## src/design/psi_params.svh

```systemverilog
`ifndef PSI_PARAMS_SVH
`define PSI_PARAMS_SVH

// ----------------------------------------
// device addresses
// ----------------------------------------
`define PSI_DEV_LIVE 5'h07
`define PSI_DEV_VEND 5'h1e

// ----------------------------------------
// register addresses
// ----------------------------------------
`define PSI_ADDR_SNAPSHOT 16'h8030
`define PSI_ADDR_IDENT_HI 16'h0002
`define PSI_ADDR_IDENT_LO 16'h0003
`define PSI_ADDR_PKG1 16'h0005
`define PSI_ADDR_PKG2 16'h0006
`define PSI_ADDR_RESPOND 16'h0008
`define PSI_ADDR_LATCH 16'h0010
`define PSI_ADDR_ENABLE 16'h0020

// ----------------------------------------
// constant and reset values
// ----------------------------------------
`define PSI_PKG1_VAL 16'h008b
`define PSI_PKG2_VAL 16'hc000
`define PSI_RESPOND_VAL 16'h8000
`define PSI_LATCH_RST 16'h1000
`define PSI_ENABLE_RST 16'h1ffe
`define PSI_ENABLE_WR_MASK 16'h1fff
`define PSI_SNAP_RST 5'h10

// ----------------------------------------
// field positions
// ----------------------------------------
`define PSI_SNAP_AN_TX 4
`define PSI_SNAP_LEADER 3
`define PSI_SNAP_FOLLOWER 2
`define PSI_SNAP_LVL_HI 1
`define PSI_SNAP_LVL_LO 0
`define PSI_SW_BIT 15
`define PSI_HR_BIT 12
`define PSI_RSVD_MAX 12

`endif

```

## src/design/psi_pkg.sv

```systemverilog
package psi_pkg;

  // one clause 45 register access, already framed
  typedef struct packed {
    logic rd;
    logic wr;
    logic [4:0] dev;
    logic [15:0] addr;
    logic [15:0] wdata;
  } psi_req_t;

  // answer to a read
  typedef struct packed {
    logic ack;
    logic [15:0] rdata;
  } psi_rsp_t;

  // live link state from the phy core
  typedef struct packed {
    logic an_ctl_tx;
    logic link_ctl_en;
    logic leader;
    logic tx_lvl_valid;
    logic tx_lvl_high;
  } psi_live_t;

endpackage

```

## src/design/psi_live_snap.sv

```systemverilog
`timescale 1ns/1ps
`include "psi_params.svh"

module psi_live_snap (
  // clock and reset
  input wire logic clock,
  input wire logic rst,
  // live state
  input psi_pkg::psi_live_t live,
  // registered flags
  output logic [4:0] snap
);
  import psi_pkg::*;

  // ----------------------------------------
  // flag capture
  // ----------------------------------------
  // one flop stage for all flags, so a read sees one instant
  always_ff @(posedge clock or posedge rst) begin
    if (rst) begin
      snap <= `PSI_SNAP_RST;
    end else begin
      snap[`PSI_SNAP_AN_TX] <= live.an_ctl_tx;
      snap[`PSI_SNAP_LEADER] <= live.link_ctl_en & live.leader;
      snap[`PSI_SNAP_FOLLOWER] <= live.link_ctl_en & ~live.leader;
      snap[`PSI_SNAP_LVL_HI] <= live.tx_lvl_valid & live.tx_lvl_high;
      snap[`PSI_SNAP_LVL_LO] <= live.tx_lvl_valid & ~live.tx_lvl_high;
    end
  end

endmodule

```

## src/design/psi_irq_latch.sv

```systemverilog
`timescale 1ns/1ps
`include "psi_params.svh"

module psi_irq_latch #(
  parameter int RSVD_EVENTS = 12
) (
  // clock and reset
  input wire logic clock,
  input wire logic rst,
  // events
  input wire logic [RSVD_EVENTS-1:0] rsvd_event,
  input wire logic sw_req,
  // register access
  input wire logic clear,
  input wire logic en_wr,
  input wire logic [15:0] en_wdata,
  // state
  output logic [15:0] status,
  output logic [15:0] enable,
  output logic irq
);
  import psi_pkg::*;

  if (RSVD_EVENTS < 1 || RSVD_EVENTS > `PSI_RSVD_MAX) begin : g_bad
    $error("RSVD_EVENTS must be 1 to 12");
  end

  logic [15:0] set_vec;
  logic [15:0] en_eff;
  logic [11:0] rsvd_ext;
  localparam logic [15:0] LATCH_RST = `PSI_LATCH_RST;

  assign rsvd_ext = 12'(rsvd_event);
  assign set_vec = {sw_req, 3'b000, rsvd_ext};

  // ----------------------------------------
  // latched status, one flop per bit
  // ----------------------------------------
  // set beats clear, so an event during the read is kept
  for (genvar i = 0; i < 16; i++) begin : g_bit
    always_ff @(posedge clock or posedge rst) begin
      if (rst) begin
        status[i] <= LATCH_RST[i];
      end else if (set_vec[i]) begin
        status[i] <= 1'b1;
      end else if (clear) begin
        status[i] <= 1'b0;
      end
    end
  end

  // ----------------------------------------
  // enable register
  // ----------------------------------------
  always_ff @(posedge clock or posedge rst) begin
    if (rst) begin
      enable <= `PSI_ENABLE_RST;
    end else if (en_wr) begin
      enable <= en_wdata & `PSI_ENABLE_WR_MASK;
    end
  end

  // hard reset event stays enabled whatever was written
  // software request is never stored, so it acts as its own enable
  always_comb begin
    en_eff = enable;
    en_eff[`PSI_HR_BIT] = 1'b1;
    en_eff[`PSI_SW_BIT] = 1'b1;
  end

  assign irq = |(status & en_eff);

endmodule

```

## src/design/psi_status_regs.sv

```systemverilog
// What this block does
// - snapshot at device 0x07, rest at 0x1e
// - snapshot bits unlatched, sampled together
// - negotiation-drives-transmitter flag, resets high
// - leader flag when link control enabled
// - follower flag when link control enabled
// - high amplitude flag, resets zero
// - low amplitude flag, resets zero
// - identifier high holds oui bits 3-18
// - identifier low: oui, model, revision
// - first presence register reads 0x008b
// - second presence register reads 0xc000
// - responding status reads binary 10 on top
// - status bits latch until read clears
// - latching ignores the enable mask
// - bit 15 latches software event
// - bit 12 hard reset, set after reset
// - interrupt for enabled latched bits, and always for latched bits 12 and 15
// - software request bit self clears, reads zero
// - hard reset enable resets one, unmaskable
`timescale 1ns/1ps
`include "psi_params.svh"

module psi_status_regs #(
  parameter logic [15:0] OUI_HIGH = 16'h0a5c, // arbitrary value
  parameter logic [5:0] OUI_LOW = 6'h15, // arbitrary value
  parameter logic [5:0] MODEL_NUM = 6'h03, // arbitrary value
  parameter logic [3:0] REV_NUM = 4'h2, // arbitrary value
  parameter int RSVD_EVENTS = 12
) (
  // clock and reset
  input wire logic clock,
  input wire logic rst,
  // management access
  input psi_pkg::psi_req_t req,
  output psi_pkg::psi_rsp_t rsp,
  // phy core state and events
  input psi_pkg::psi_live_t live,
  input wire logic [RSVD_EVENTS-1:0] rsvd_event,
  // interrupt
  output logic irq
);
  import psi_pkg::*;

  // ----------------------------------------
  // decode
  // ----------------------------------------
  logic on_live;
  logic on_vend;
  logic hit_snap;
  logic hit_id_hi;
  logic hit_id_lo;
  logic hit_pkg1;
  logic hit_pkg2;
  logic hit_resp;
  logic hit_latch;
  logic hit_enable;
  logic latch_clear;
  logic enable_wr;
  logic sw_req;
  logic [4:0] snap;
  logic [15:0] status;
  logic [15:0] enable;
  logic [15:0] rd_mux;
  logic [15:0] ident_low;
  logic [11:0] rsvd_wide;
  psi_rsp_t rsp_reg;
  psi_rsp_t rsp_next;

  assign on_live = req.dev == `PSI_DEV_LIVE;
  assign on_vend = req.dev == `PSI_DEV_VEND;
  assign hit_snap = on_live && req.addr == `PSI_ADDR_SNAPSHOT;
  assign hit_id_hi = on_vend && req.addr == `PSI_ADDR_IDENT_HI;
  assign hit_id_lo = on_vend && req.addr == `PSI_ADDR_IDENT_LO;
  assign hit_pkg1 = on_vend && req.addr == `PSI_ADDR_PKG1;
  assign hit_pkg2 = on_vend && req.addr == `PSI_ADDR_PKG2;
  assign hit_resp = on_vend && req.addr == `PSI_ADDR_RESPOND;
  assign hit_latch = on_vend && req.addr == `PSI_ADDR_LATCH;
  assign hit_enable = on_vend && req.addr == `PSI_ADDR_ENABLE;

  assign ident_low = {OUI_LOW, MODEL_NUM, REV_NUM};
  assign rsvd_wide = 12'(rsvd_event);

  // ----------------------------------------
  // side effects of access
  // ----------------------------------------
  // only the enable register takes writes; all others drop them
  assign enable_wr = req.wr && hit_enable;
  assign sw_req = enable_wr && req.wdata[`PSI_SW_BIT];
  assign latch_clear = req.rd && hit_latch;

  // ----------------------------------------
  // sub blocks
  // ----------------------------------------
  psi_live_snap u_snap (
    .clock(clock),
    .rst(rst),
    .live(live),
    .snap(snap)
  );

  psi_irq_latch #(
    .RSVD_EVENTS(RSVD_EVENTS)
  ) u_irq (
    .clock(clock),
    .rst(rst),
    .rsvd_event(rsvd_event),
    .sw_req(sw_req),
    .clear(latch_clear),
    .en_wr(enable_wr),
    .en_wdata(req.wdata),
    .status(status),
    .enable(enable),
    .irq(irq)
  );

  // ----------------------------------------
  // read path
  // ----------------------------------------
  always_comb begin
    rd_mux = 16'h0000;
    if (hit_snap) begin
      rd_mux = {11'h000, snap};
    end else if (hit_id_hi) begin
      rd_mux = OUI_HIGH;
    end else if (hit_id_lo) begin
      rd_mux = ident_low;
    end else if (hit_pkg1) begin
      rd_mux = `PSI_PKG1_VAL;
    end else if (hit_pkg2) begin
      rd_mux = `PSI_PKG2_VAL;
    end else if (hit_resp) begin
      rd_mux = `PSI_RESPOND_VAL;
    end else if (hit_latch) begin
      rd_mux = status;
    end else if (hit_enable) begin
      // request bit is self clearing and never stored
      rd_mux = enable;
    end
  end

  always_comb begin
    rsp_next.ack = req.rd;
    rsp_next.rdata = req.rd ? rd_mux : rsp_reg.rdata;
  end

  // data holds until the next read; ack is one cycle
  always_ff @(posedge clock or posedge rst) begin
    if (rst) begin
      rsp_reg <= '0;
    end else begin
      rsp_reg <= rsp_next;
    end
  end

  assign rsp = rsp_reg;

  // ----------------------------------------
  // assertion helpers
  // ----------------------------------------
  logic first_reg;

  always_ff @(posedge clock or posedge rst) begin
    if (rst) begin
      first_reg <= 1'b1;
    end else begin
      first_reg <= 1'b0;
    end
  end
endmodule

```

## config.mk

```make
export PLATFORM = sky130hd
export DESIGN_NAME = psi_status_regs
export DESIGN_NICKNAME = d
export VERILOG_FILES = /design/src/design/psi_pkg.sv /design/src/design/psi_live_snap.sv /design/src/design/psi_irq_latch.sv /design/src/design/psi_status_regs.sv
export VERILOG_INCLUDE_DIRS = /design/src /design/src/design
export SDC_FILE = /design/constraint.sdc
export NUM_CORES = 1
export LEC_CHECK = 0
export BUFFER_PORTS_ARGS = -buffer_cell sky130_fd_sc_hd__buf_2
export CAP_MARGIN = 25
export CELL_PAD_IN_SITES_DETAIL_PLACEMENT = 1
export CELL_PAD_IN_SITES_GLOBAL_PLACEMENT = 1
export CORE_ASPECT_RATIO = 1.4
export CORE_MARGIN = 5
export CORE_UTILIZATION = 35
export DETAILED_ROUTE_END_ITERATION = 10
export PLACE_DENSITY = 0.74
export SLEW_MARGIN = 20
export SYNTH_ARGS = -nofsm -noshare
export SYNTH_HDL_FRONTEND = slang
export SYNTH_HIERARCHICAL = 1
export SYNTH_SLANG_ARGS = --single-unit
```

## constraint.sdc

```tcl
create_clock -name clock -period 1.7 [get_ports clock]
set_clock_uncertainty 0.2 [all_clocks]
set_input_delay 0.085 -clock clock [delete_from_list [all_inputs] [get_ports clock]]
set_output_delay 0.085 -clock clock [all_outputs]
set_load 0.005 [all_outputs]
```

==> run summary, run 1 <==
For this design, the slowest cell found on the critical path is sky130_fd_sc_hd__a222oi_1. The final sum of negative setup slack is -194 ps. The number of synthesized flops with an enable pin came out at 0. The post-synth design cell area is 2470 um^2. For the worst-skew pair, the clock arrives at the later sink with an insertion delay of 300 ps.

The worst min-delay path class is primary input to async pin. STA puts the critical path data required time at 1410 ps. The tree is rooted in a sky130_fd_sc_hd__clkbuf_8. The wire length of the first global-routing pass is 12900 um.

The sequential share of the synthesized area is 50.3%. After floorplanning, the core was divided into 36 placement rows. After legalization and detailed placement, the total HPWL measured 5930 um. The final period demand of the worst path is 1860 ps. The utilization of the core after routing is 56.6%. The TritonCTS clock tree is yes.

The register with the most flip-flops in the layout has 17 of them. The most instantiated flip-flop cell in the synthesis netlist is sky130_fd_sc_hd__dfrtp_1. TritonCTS created 5 clock buffers. The number of port buffers came out at 73. The TritonCTS sink count is 49. Leaving out fill and tap cells, the most frequent cells in the layout are 69 x sky130_fd_sc_hd__buf_2, 46 x sky130_fd_sc_hd__buf_4, 36 x sky130_fd_sc_hd__dlygate4sd3_1.

The measured slew at the worst slew-check pin came out at 678 ps. The H-tree depth is 2. The maximum ir drop on the vdd rail came out at 0.382 mV. The number of failing hold endpoints at the final stage is 0. The post-synthesis cell count is 209.

Setup repair after global routing could not meet its margin everywhere. The commonest non-fill, non-tap cell in the layout is sky130_fd_sc_hd__buf_2. The maximum frequency from static timing analysis came out at 538 MHz. The final reports fail on negative setup slack. The data arrival at the endpoint of the critical path came out at 1570 ps.

Yosys attributes the largest share of cell area to sky130_fd_sc_hd__dfrtp_1 35%, sky130_fd_sc_hd__dfstp_2 15%, sky130_fd_sc_hd__mux2_2 6.4%. The delay of the slowest cell on the worst path is 390 ps. The flow ran to the end, but the final reports show violations. The remaining max-slew budget at the tightest pin came out at 54.8%. During synthesis, Yosys emitted a total of 6 warnings. The dominant cell type by area after synthesis is sky130_fd_sc_hd__dfrtp_1. Grouping stages by cell kind, the critical path spends the most delay in compound AO/OA/AOI/OAI gates. The type of origin of the critical path is a flop. The remaining global-route overflow is 0. The CTS clock-pin slew for the worst setup and hold paths came out at 90 ps.

The clock passes through at most 2 buffers. The max-slew violation count came out at 0. The max-capacitance violation count came out at 0.

In this run the worst path has a maximum fanout of 2. Traced cell by cell, the critical path runs through a222oi_1 > and3_1 > nand4_1 > buf_2. For this run, the total global-route usage over all layers was measured as 19.1%. The final setup violation count came out at 3. The average size of a mapped cell is 11.8 um^2. The area share of the largest cell type after synthesis is 35.4%. The number of synthesized register bits came out at 49.

The number of standard cells in the final layout excluding fillers is 461. The number of different library cells in the post-synthesis netlist came out at 53. The die outline height came out at 109 um.

The filler cell count came out at 784. The area used by multi-input combinational logic is 1270 um^2. The detailed-route via count is 2407. The via density per instance is 5.22. The power density of the placed cells came out at 595 nW/um^2.

The number of cells after detailed placement came out at 409. The starting density of the core is 35.6%. The number of global-route vias before repair came to 2587. The layout cell share with drive strength beyond 1 came out at 52.7%. The storage element area is 1240 um^2. The endpoint type of the worst setup path is a primary output. The final net count came out at 423. The die covers 8860 um^2. Summing internal, switching and leakage power gives 0.00233 W. The repair_antennas step left the layout with diodes totalling 0. The core footprint is 6940 um^2.

76 I/O pins were placed. The total length of routed wires came out at 8670 um. The category of the most critical setup path is flop to primary output. For this run, design rule violations remaining after detail routing come to 0.

Entering global routing, the biggest net connects 28 pins. For this run, asynchronously set or reset flops after synthesis account for 100%. The count of buffer and inverter cells on the critical path came out at 1. The first-iteration detailed-routing DRC count came out at 105. The average routed wire per standard cell came out at 18.8 um. Setup slack on the critical path of the routed design comes to -159 ps. The area growth from synthesis to layout came out at 58.8%. The placer's final routability congestion estimate came out at 0.852.

For this design the static power due to leakage is 1.78 nW. Hold timing on the final database bottoms out at a slack of 51.1 ps. In this run the horizontal extent of the chip is 81.0 um.

The antenna violation net count after detailed routing is 0. The first-pass iteration count of the detailed router is 4. The number of antenna violations at the first check in global routing was 0.

The final clock period utilization by the worst path came out at 109%.
-- kinds of logic after synthesis --
group | after synthesis | share of synthesized area, %
AOI/OAI and AO/OA | 58 | 18.8
muxes | 14 | 6.38
DFF | 49 | 50.3
xor gates and xnor gates | 1 | 0.354
and+or+nand+nor | 62 | 18.8
buffers and inverters | 24 | 5.11
other | 1 | 0.152
-- synth_stat cells, drive strengths merged (5+ instances only) --
cell     count
nand2        6
nor2         5
a221oi       5
dfstp       14
nor4        11
o2bb2ai      7
buf          9
mux2        14
dfrtp       35
a21o        14
inv         11
a22oi        6
nor3         8
-- through the flow --
step	cell area (um^2)	setup WS (ps)
detailed placement	3250	-410
floorplan	2540	-31.9
global route	3930	-163
finish	3930	-159
CTS	3780	-132
global placement	3250	-397
-- repair_timing --
item / CTS / global route
setup buffers: 4 / 4
resized for setup: 7 / 21
endpoints found under the setup margin: 12 / 24
hold buffers: 36 / 0
gates cloned: 0 / 0
pin swaps: 3 / 9
hold endpoints to repair: 81 / 0
-- report_power, final --
group | total [W] | internal [W] | switching [W]
Combinational | 0.000304 | 0.000166 | 0.000138
Sequential | 0.00119 | 0.00118 | 0.00000910
Clock | 0.000838 | 0.000441 | 0.000397
Total | 0.00233 | 0.00179 | 0.000544
-- final timing paths --
path / startpoint / end / slack, ps / cells past startpoint
worst max-delay path: u_irq/enable[7]$_DFFE_PP1P_ / irq / -160 / 4
worst min-delay path: rst / u_snap/snap[1]$_DFF_PP0_ / 50 / 3
worst max register to register: u_irq/enable[2]$_DFFE_PP1P_ / rsp[2]$_DFFE_PP0P_ / -30 / 5
worst min register to register: rsp[13]$_DFFE_PP0P_ / rsp[13]$_DFFE_PP0P_ / 290 / 1
max in group asynchronous: rst / rsp[12]$_DFFE_PP0P_ / 600 / 3
min in group clock: req[32] / u_irq/status[12]$_DFFE_PP1P_ / 150 / 5
-- area by class of cell --
type	count	area share, %
Timing Repair Buffer	158	28.9
Tap cell	95	3.03
Multi-Input combinational cell	140	32.5
Inverter	11	1.05
Sequential cell	49	31.7
Clock buffer	5	1.75
Clock inverter	3	1.12
-- metal layers --
layer / vias to the layer above / share of wire (%) / global-route usage (%)
met4: 0 / 2.7 / 7.97
li1: 1102 / - / -
met2: 92 / 54 / 33.9
met3: 16 / 4.3 / 2.46
met1: 1197 / 39 / 23.0
met5: - / 0 / 0
-- worst reg2reg max path, stage by stage (launching register included) --
cell,delay [ps]
sky130_fd_sc_hd__dfstp_2,570
sky130_fd_sc_hd__inv_1,60
sky130_fd_sc_hd__nor4_1,430
sky130_fd_sc_hd__a2111oi_2,120
sky130_fd_sc_hd__buf_4,160
sky130_fd_sc_hd__o2bb2ai_1,120
Power figures use the tool's default switching activity.
==> run 2: changes to the inputs <==
- PLACE_DENSITY: 0.74 -> 0.75
==> run 2 against run 1 <==
Compared with the run above:
- the flow finishes with violations (negative hold slack, negative setup slack)
- count of clock-buffer cells in the layout is 1 higher
- global-route usage is 0.45 points higher
- maximum frequency is 1.4% higher
- power is 1.1% higher
- via count is 2.0% lower
- flip-flop and latch count stayed put
- first-iteration DRC count is 9.5% higher
- worst hold slack worse by 76 ps
- non-clock buffer count is 11 lower
- critical path depth stayed put
- critical path type unchanged
- largest power group unchanged
==> run summary, run 2 (synthesis gave the netlist of run 1 again) <==
The count of buffer and inverter cells on the critical path came out at 1 (unchanged). The starting density of the core came out at 35.6% (unchanged). Leaving out fill and tap cells, the most frequent cell in the layout is sky130_fd_sc_hd__buf_2. The final setup violation count is 1 (-2). The number of failing hold endpoints at the final stage came out at 1 (+1). The wire length of the first global-routing pass came out at 13100 um (+2.0%).

The max-capacitance violation count is 0 (unchanged). The filler cell count came out at 780 (-0.51%). The portion of total power attributed to combinational logic is 12.5% (-0.5 points). The library cells used most frequently in the layout, excluding fill and tap cells, are 73 x sky130_fd_sc_hd__buf_2, 35 x sky130_fd_sc_hd__dlygate4sd3_1, 35 x sky130_fd_sc_hd__dfrtp_1. The placer's final routability congestion estimate is 0.856 (+0.42%). The DRC violation count after routing is 0 (unchanged). The first-iteration detailed-routing DRC count is 115 (+9.5%).

In this run the worst hold path is classified as primary input to flop. Clock tree synthesis selected as its root buffer the cell sky130_fd_sc_hd__clkbuf_8. The power density of the placed cells was 624 nW/um^2 (+4.9%).

The delay of the slowest cell on the worst path came to 390 ps (about the same). The relative contribution of sequential cells to total power is 50.5% (-0.6 points). The number of port buffers came out at 73 (unchanged). The number of antenna violations at the first check in global routing came out at 0 (unchanged). The die outline height came out at 109 um (unchanged). The antenna violation net count after detailed routing is 0 (unchanged). The number of standard cells in the final layout excluding fillers is 450 (-2.4%). The core footprint is 6940 um^2 (unchanged). The final period demand of the worst path is 1830 ps (-24.8 ps). The area growth from synthesis to layout came out at 53.2%. The max-slew violation count came out at 0 (unchanged). The measured slew at the worst slew-check pin came to 674 ps (-3.31 ps). The flip-flop count of the largest register, all copies and words added is 17 (unchanged).

The setup slack of the most critical reg-to-reg path came out at 240 ps (+270 ps). STA classifies the critical path endpoint as a primary output. The required time reported for the critical path endpoint is 1410 ps (about the same). Broken down by cell family, the worst path's largest delay share belongs to flip-flops.

The endpoint identified for the worst register-to-register timing path is rsp[4]$_DFFE_PP0P_. The checks that failed: negative hold slack, negative setup slack. The number of CTS-inserted buffers came to 5 (unchanged). The average routed wire per standard cell is 18.1 um (-3.7%). The final antenna diode count came out at 0 (unchanged). The number of cells traversed by the worst register-to-register path came out at 4 (-1). The largest net degree at the start of global routing is 28 (unchanged). The final sum of negative setup slack came out at -134 ps (+60.6 ps).

The critical path is of the flop to primary output type. Setup repair after global routing could not meet its margin everywhere. The post-DP HPWL came out at 6070 um (+2.4%).

The maximum frequency from static timing analysis is 545 MHz (+1.4%). The data arrival at the endpoint of the critical path came out at 1550 ps (-20 ps). The via density per instance is 5.24 (+0.36%). The final net count came out at 412 (-2.6%). The leakage dissipation was 1.69 nW (-4.7%). The number of cells on the critical path came to 4 (unchanged). TritonCTS built the clock tree. The TritonCTS sink count was 49 (unchanged). The CTS clock-pin slew for the worst setup and hold paths is 90 ps (about the same). The horizontal die dimension is 81.0 um (unchanged). The maximum root-to-sink buffer count came out at 2 (unchanged).

In this run the critical register-to-register path is launched from u_irq/enable[4]$_DFFE_PP1P_. The switching share of total power was 22.8% (-0.54 points). The number of I/O pins is 76 (unchanged).

The count of standard-cell rows is 36 (unchanged). The remaining max-slew budget at the tightest pin was 55.0% (+0.22 points). The maximum ir drop on the vdd rail came out at 0.444 mV (+16%). The worst setup path is launched from a flop. The net switching power figure came out at 0.000538 W (-1.2%).

The total length of routed wires came out at 8150 um (-6.0%). The critical path ends at irq. Traced cell by cell, the critical path runs through a222oi_1 > and3_1 > nand4_1 > buf_2. The most critical setup path has its startpoint at u_irq/status[7]$_DFFE_PP0P_.

The H-tree depth came out at 2 (unchanged). The overall fraction of global-route tracks in use came out at 19.6% (+0.45 points). The clock network latency to the later pin of the worst-skew pair came out at 300 ps (about the same). The detailed-route via count is 2358 (-2.0%). The number of cells after detailed placement is 399 (-2.4%).

The die footprint is 8860 um^2 (unchanged). The flow ran to the end, but the final reports show violations. For this design, the slowest cell found on the critical path is sky130_fd_sc_hd__dfrtp_1.

The number of global-route vias before repair is 2610 (+0.89%). The first-pass iteration count of the detailed router came out at 5 (+1). The tightest hold margin was -25.2 ps (-76.3 ps). The minimum setup slack in the final design came out at -134 ps (+24.8 ps). The cell internal power dissipation is 0.00182 W (+1.8%). The remaining global-route overflow is 0 (unchanged).

The highest fanout seen on the critical path came out at 2 (unchanged). The layout cell share with drive strength beyond 1 is 48.5% (-4.3 points). The final clock period utilization by the worst path is 108% (-1.5 points). The clock power share is 37.0% (+1.1 points).
## run 2: how the worst min path moves through the flow
stage / from / end / slack, ps / cells after the start
detailed placement: rst / u_snap/snap[1]$_DFF_PP0_ / -170 / 2
global placement: rst / u_snap/snap[1]$_DFF_PP0_ / -200 / 2
CTS: rst / u_snap/snap[1]$_DFF_PP0_ / 40 / 3
global route: req[37] / u_irq/status[15]$_DFFE_PP0P_ / 9 / 3
finish: req[37] / u_irq/status[15]$_DFFE_PP0P_ / -30 / 3
floorplan: rst / u_snap/snap[0]$_DFF_PP0_ / -340 / 1
## run 2: tightest hold or removal path, cell delays in order
cell and delay [ps]:
sky130_fd_sc_hd__buf_2 110, sky130_fd_sc_hd__and3_1 170, sky130_fd_sc_hd__a21o_1 80
## run 2: stage by stage
| stage | power (W) | hold WS, ps | area, um^2 | utilization, % | worst slack [ps] |
|---|---|---|---|---|---|
| 6_report | 0.00236 | -25.2 | 3780 | 54.6 | -134 |
| 5_1_grt | 0.00246 | 8.67 | 3780 | 54.6 | -203 |
| 4_1_cts | 0.00237 | 43.6 | 3700 | 53.3 | -121 |
| 3_5_place_dp | 0.00144 | -169 | 3200 | 46.2 | -246 |
| 3_3_place_gp | 0.00143 | -197 | 3200 | 46.2 | -237 |
| 2_1_floorplan | 0.00130 | -337 | 2540 | - | -31.9 |
## run 2: routing by layer
layer  up-vias  wire length [um]  track usage [%]
li1       1076                 -                -
met1      1192              3020             21.8
met2        78              4630             37.8
met3        12               352             1.48
met4         0               153             7.37
met5         -                 0                0
## run 2: power groups by stage
stage / sequential, W / combinational, W / clock, W
2_1_floorplan: 0.00121 / 0.0000910 / 0
3_3_place_gp: 0.00121 / 0.000217 / 0
3_5_place_dp: 0.00121 / 0.000225 / 0
4_1_cts: 0.00119 / 0.000287 / 0.000888
5_1_grt: 0.00119 / 0.000326 / 0.000944
6_report: 0.00119 / 0.000296 / 0.000874
## run 2: final cells by class
| type | instances | area (um^2) | share of cell area (%) |
|---|---|---|---|
| Multi-Input combinational cell | 140 | 1200 | 31.7 |
| Tap cell | 95 | 119 | 3.14 |
| Sequential cell | 49 | 1240 | 32.9 |
| Inverter | 11 | 41.3 | 1.09 |
| Timing Repair Buffer | 147 | 1060 | 28.1 |
| Clock inverter | 2 | 37.5 | 0.992 |
| Clock buffer | 6 | 82.6 | 2.18 |
## run 2: what timing repair did
item                       4_1_cts  5_1_grt
hold buffers                    36        0
setup endpoints to repair        1       14
pin swaps                        2        9
resized for setup                0        8
setup buffers                    2        6
hold endpoints to repair        81        0
==> run 3: changes to the inputs <==
- CORE_MARGIN: 5 -> unset
==> run 3 against run 2 <==
Compared with the run above:
- the flow finishes with violations (negative setup slack)
- critical path type unchanged
- largest cell class unchanged
- flip-flop and latch count is the same
- highest routed layer unchanged
- sequential share of layout area fell by 0.42 points
- count of clock-buffer cells in the layout shrank 1
- largest power group unchanged
- final area grew 1.3%
- non-clock buffer count up 6
- clock power decreased by 20%
- routed wire length is 0.12% higher
- combinational power about the same
==> run summary, run 3 (synthesis gave the netlist of run 1 again) <==
The area growth from synthesis to layout came out at 55.1%. The net switching power figure came out at 0.000548 W (+1.8%). The via density per instance came to 5.23 (-0.20%). The starting density of the core came out at 36.9% (+1.3 points). The placer's final routability congestion estimate came out at 0.824 (-3.7%). The final antenna diode count was 0 (unchanged). Setup repair after global routing could not meet its margin everywhere.

The flip-flop count of the largest register, all copies and words added is 17 (unchanged). The first-iteration detailed-routing DRC count came out at 90 (-22%). The remaining global-route overflow came out at 0 (unchanged).

STA classifies the critical path endpoint as a primary output. The count of buffer and inverter cells on the critical path came out at 1 (unchanged). The tightest hold margin came out at 47.4 ps (+72.6 ps).

The minimum setup slack in the final design came to -45.6 ps (+88.2 ps). The CTS clock-pin slew for the worst setup and hold paths is 100 ps (about the same). The number of CTS-inserted buffers was 5 (unchanged). The number of port buffers came out at 73 (unchanged). The antenna violation net count after detailed routing came out at 0 (unchanged). The maximum root-to-sink buffer count came out at 2 (unchanged). The remaining max-slew budget at the tightest pin is 56.7% (+1.7 points). The final sum of negative setup slack is -45.6 ps (+88.2 ps). The horizontal die dimension came out at 73.0 um (-9.9%). The post-DP HPWL is 5750 um (-5.3%). STA classifies the critical path startpoint as a flop.

The TritonCTS sink count is 49 (unchanged). The die footprint is 7410 um^2 (-16%). The count of standard-cell rows is 35 (-2.8%). The wire length of the first global-routing pass is 12600 um (-4.0%). The switching share of total power came out at 25.0% (+2.2 points). The DRC violation count after routing came out at 0 (unchanged). The final net count came out at 418 (+1.5%). Leaving out fill and tap cells, the most frequent cells in the layout are 70 x sky130_fd_sc_hd__buf_2, 36 x sky130_fd_sc_hd__dlygate4sd3_1, 35 x sky130_fd_sc_hd__dfrtp_1. TritonCTS built the clock tree. The final reports fail on negative setup slack. The die outline height was 101 um (-7.3%). The measured slew at the worst slew-check pin is 648 ps (-26.0 ps). The largest net degree at the start of global routing came to 28 (unchanged).

The number of global-route vias before repair is 2561 (-1.9%). The power density of the placed cells is 571 nW/um^2 (-8.5%). The highest fanout seen on the critical path came out at 2 (unchanged).

The detailed-route via count came out at 2369 (+0.47%). The number of I/O pins is 76 (unchanged). The total length of routed wires is 8160 um (+0.12%). The core footprint is 6700 um^2 (-3.4%). The first-pass iteration count of the detailed router came out at 4 (-1). The storage element area is 1240 um^2 (unchanged). The area used by multi-input combinational logic is 1200 um^2 (-0.21%). The number of failing hold endpoints at the final stage is 0 (-1). The min-delay analysis places its worst path in the category primary input to async pin. The filler cell count is 740 (-5.1%). The max-capacitance violation count is 0 (unchanged). The H-tree depth came out at 2 (unchanged). The portion of total power attributed to combinational logic is 13.7% (+1.2 points).

The critical path goes through a222oi_1 > and3_1 > nand4_1 > buf_2. The data arrival at the endpoint of the critical path came out at 1460 ps (-90 ps). The clock network latency to the later pin of the worst-skew pair is 300 ps (about the same).

The category of the most critical setup path is flop to primary output. The number of antenna violations at the first check in global routing is 0 (unchanged). The clock power share is 31.9% (-5.1 points). For this design, the slowest cell found on the critical path is sky130_fd_sc_hd__dfrtp_1. The delay of the slowest cell on the worst path is 400 ps (about the same). The detailed-routing wirelength on met1 came out at 3170 um (+5.0%). The final setup violation count is 1 (unchanged). The routed length on met2 is 4620 um (-0.22%). The maximum frequency from static timing analysis was 573 MHz (+5.1%). The kind of cell adding the most delay to the critical path is flip-flops.

The run finished, with violations left. The overall fraction of global-route tracks in use was 22.9% (+3.3 points). The wire length on met3 is 248 um (-30%).

The average routed wire per standard cell is 18.0 um (-0.54%). The root buffer cell chosen for the clock tree is sky130_fd_sc_hd__clkbuf_8. Leaving out fill and tap cells, the most frequent cell in the layout is sky130_fd_sc_hd__buf_2. The layout cell share with drive strength beyond 1 came out at 49.6% (+1.1 points).

The max-slew violation count came out at 0 (unchanged). The cell internal power dissipation was 0.00164 W (-10%). The leakage dissipation is 1.72 nW (+1.5%). The maximum ir drop on the vdd rail is 0.567 mV (+28%). The final period demand of the worst path came out at 1750 ps (-88.2 ps). The relative contribution of sequential cells to total power is 54.4% (+3.9 points).

The final clock period utilization by the worst path came out at 103% (-5.2 points). The highest routed metal layer is met4. The required time reported for the critical path endpoint came out at 1410 ps (about the same).
==> run 3: cell types whose count changed in the layout (fill, tap and decap cells not counted), sizes merged <==
cell,delta
clkinv,+1
bufinv,-1
inv,+1
dlygate4sd3,+1
buf,+5
clkbuf,-1
==> run 3: cell type report <==
class / instances / area share, %
Tap cell: 92 / 3.00
Inverter: 11 / 1.08
Clock inverter: 3 / 0.555
Timing Repair Buffer: 153 / 29.9
Clock buffer: 5 / 1.80
Sequential cell: 49 / 32.4
Multi-Input combinational cell: 140 / 31.2
==> run 3: power by group through the flow <==
stage	clock [W]	sequential [W]	combinational (W)
3_5_place_dp	0	0.00121	0.000218
5_1_grt	0.000749	0.00119	0.000323
6_report	0.000698	0.00119	0.000299
3_3_place_gp	0	0.00121	0.000212
4_1_cts	0.000716	0.00119	0.000283
2_1_floorplan	0	0.00121	0.0000910
==> run 3: final timing paths <==
path | start | to | slack (ps) | cells after the start
max | u_irq/status[7]$_DFFE_PP0P_ | irq | -50 | 4
min | rst | u_snap/snap[2]$_DFF_PP0_ | 50 | 3
max reg2reg | u_irq/enable[2]$_DFFE_PP1P_ | rsp[2]$_DFFE_PP0P_ | 160 | 5
min reg2reg | rsp[2]$_DFFE_PP0P_ | rsp[2]$_DFFE_PP0P_ | 300 | 1
max in group asynchronous | rst | rsp[5]$_DFFE_PP0P_ | 640 | 3
min in group clock | req[31] | u_irq/status[10]$_DFFE_PP0P_ | 170 | 6
==> run 3: timing repair <==
action                     CTS  global route
hold endpoints to repair    81             0
setup buffers                1             4
setup endpoints to repair   10            32
gates resized for setup      1            16
pin swaps                    2            10
cloned                       0             1
hold buffers                36             0
==> run 3: metal layers <==
metal,vias up,GRT usage [%]
met1,1205,25.0
met5,-,0
li1,1086,-
met3,10,2.79
met4,0,8.14
met2,68,44.2
==> run 3: tightest hold or removal path, cell delays in order <==
cell	delay (ps)
sky130_fd_sc_hd__dlygate4sd3_1	540
sky130_fd_sc_hd__buf_2	140
sky130_fd_sc_hd__inv_1	170
==> run 3: through the flow <==
stage | instances | utilization (%) | setup slack (ps) | total power [W] | area [um^2]
after floorplan | 213 | - | -31.9 | 0.00130 | 2540
after global placement | 403 | 48.7 | -332 | 0.00142 | 3260
after detailed placement | 403 | 48.7 | -356 | 0.00143 | 3260
after CTS | 448 | 55.7 | -108 | 0.00219 | 3730
after global routing | 453 | 57.2 | -166 | 0.00226 | 3830
final | 453 | 57.2 | -45.6 | 0.00219 | 3830
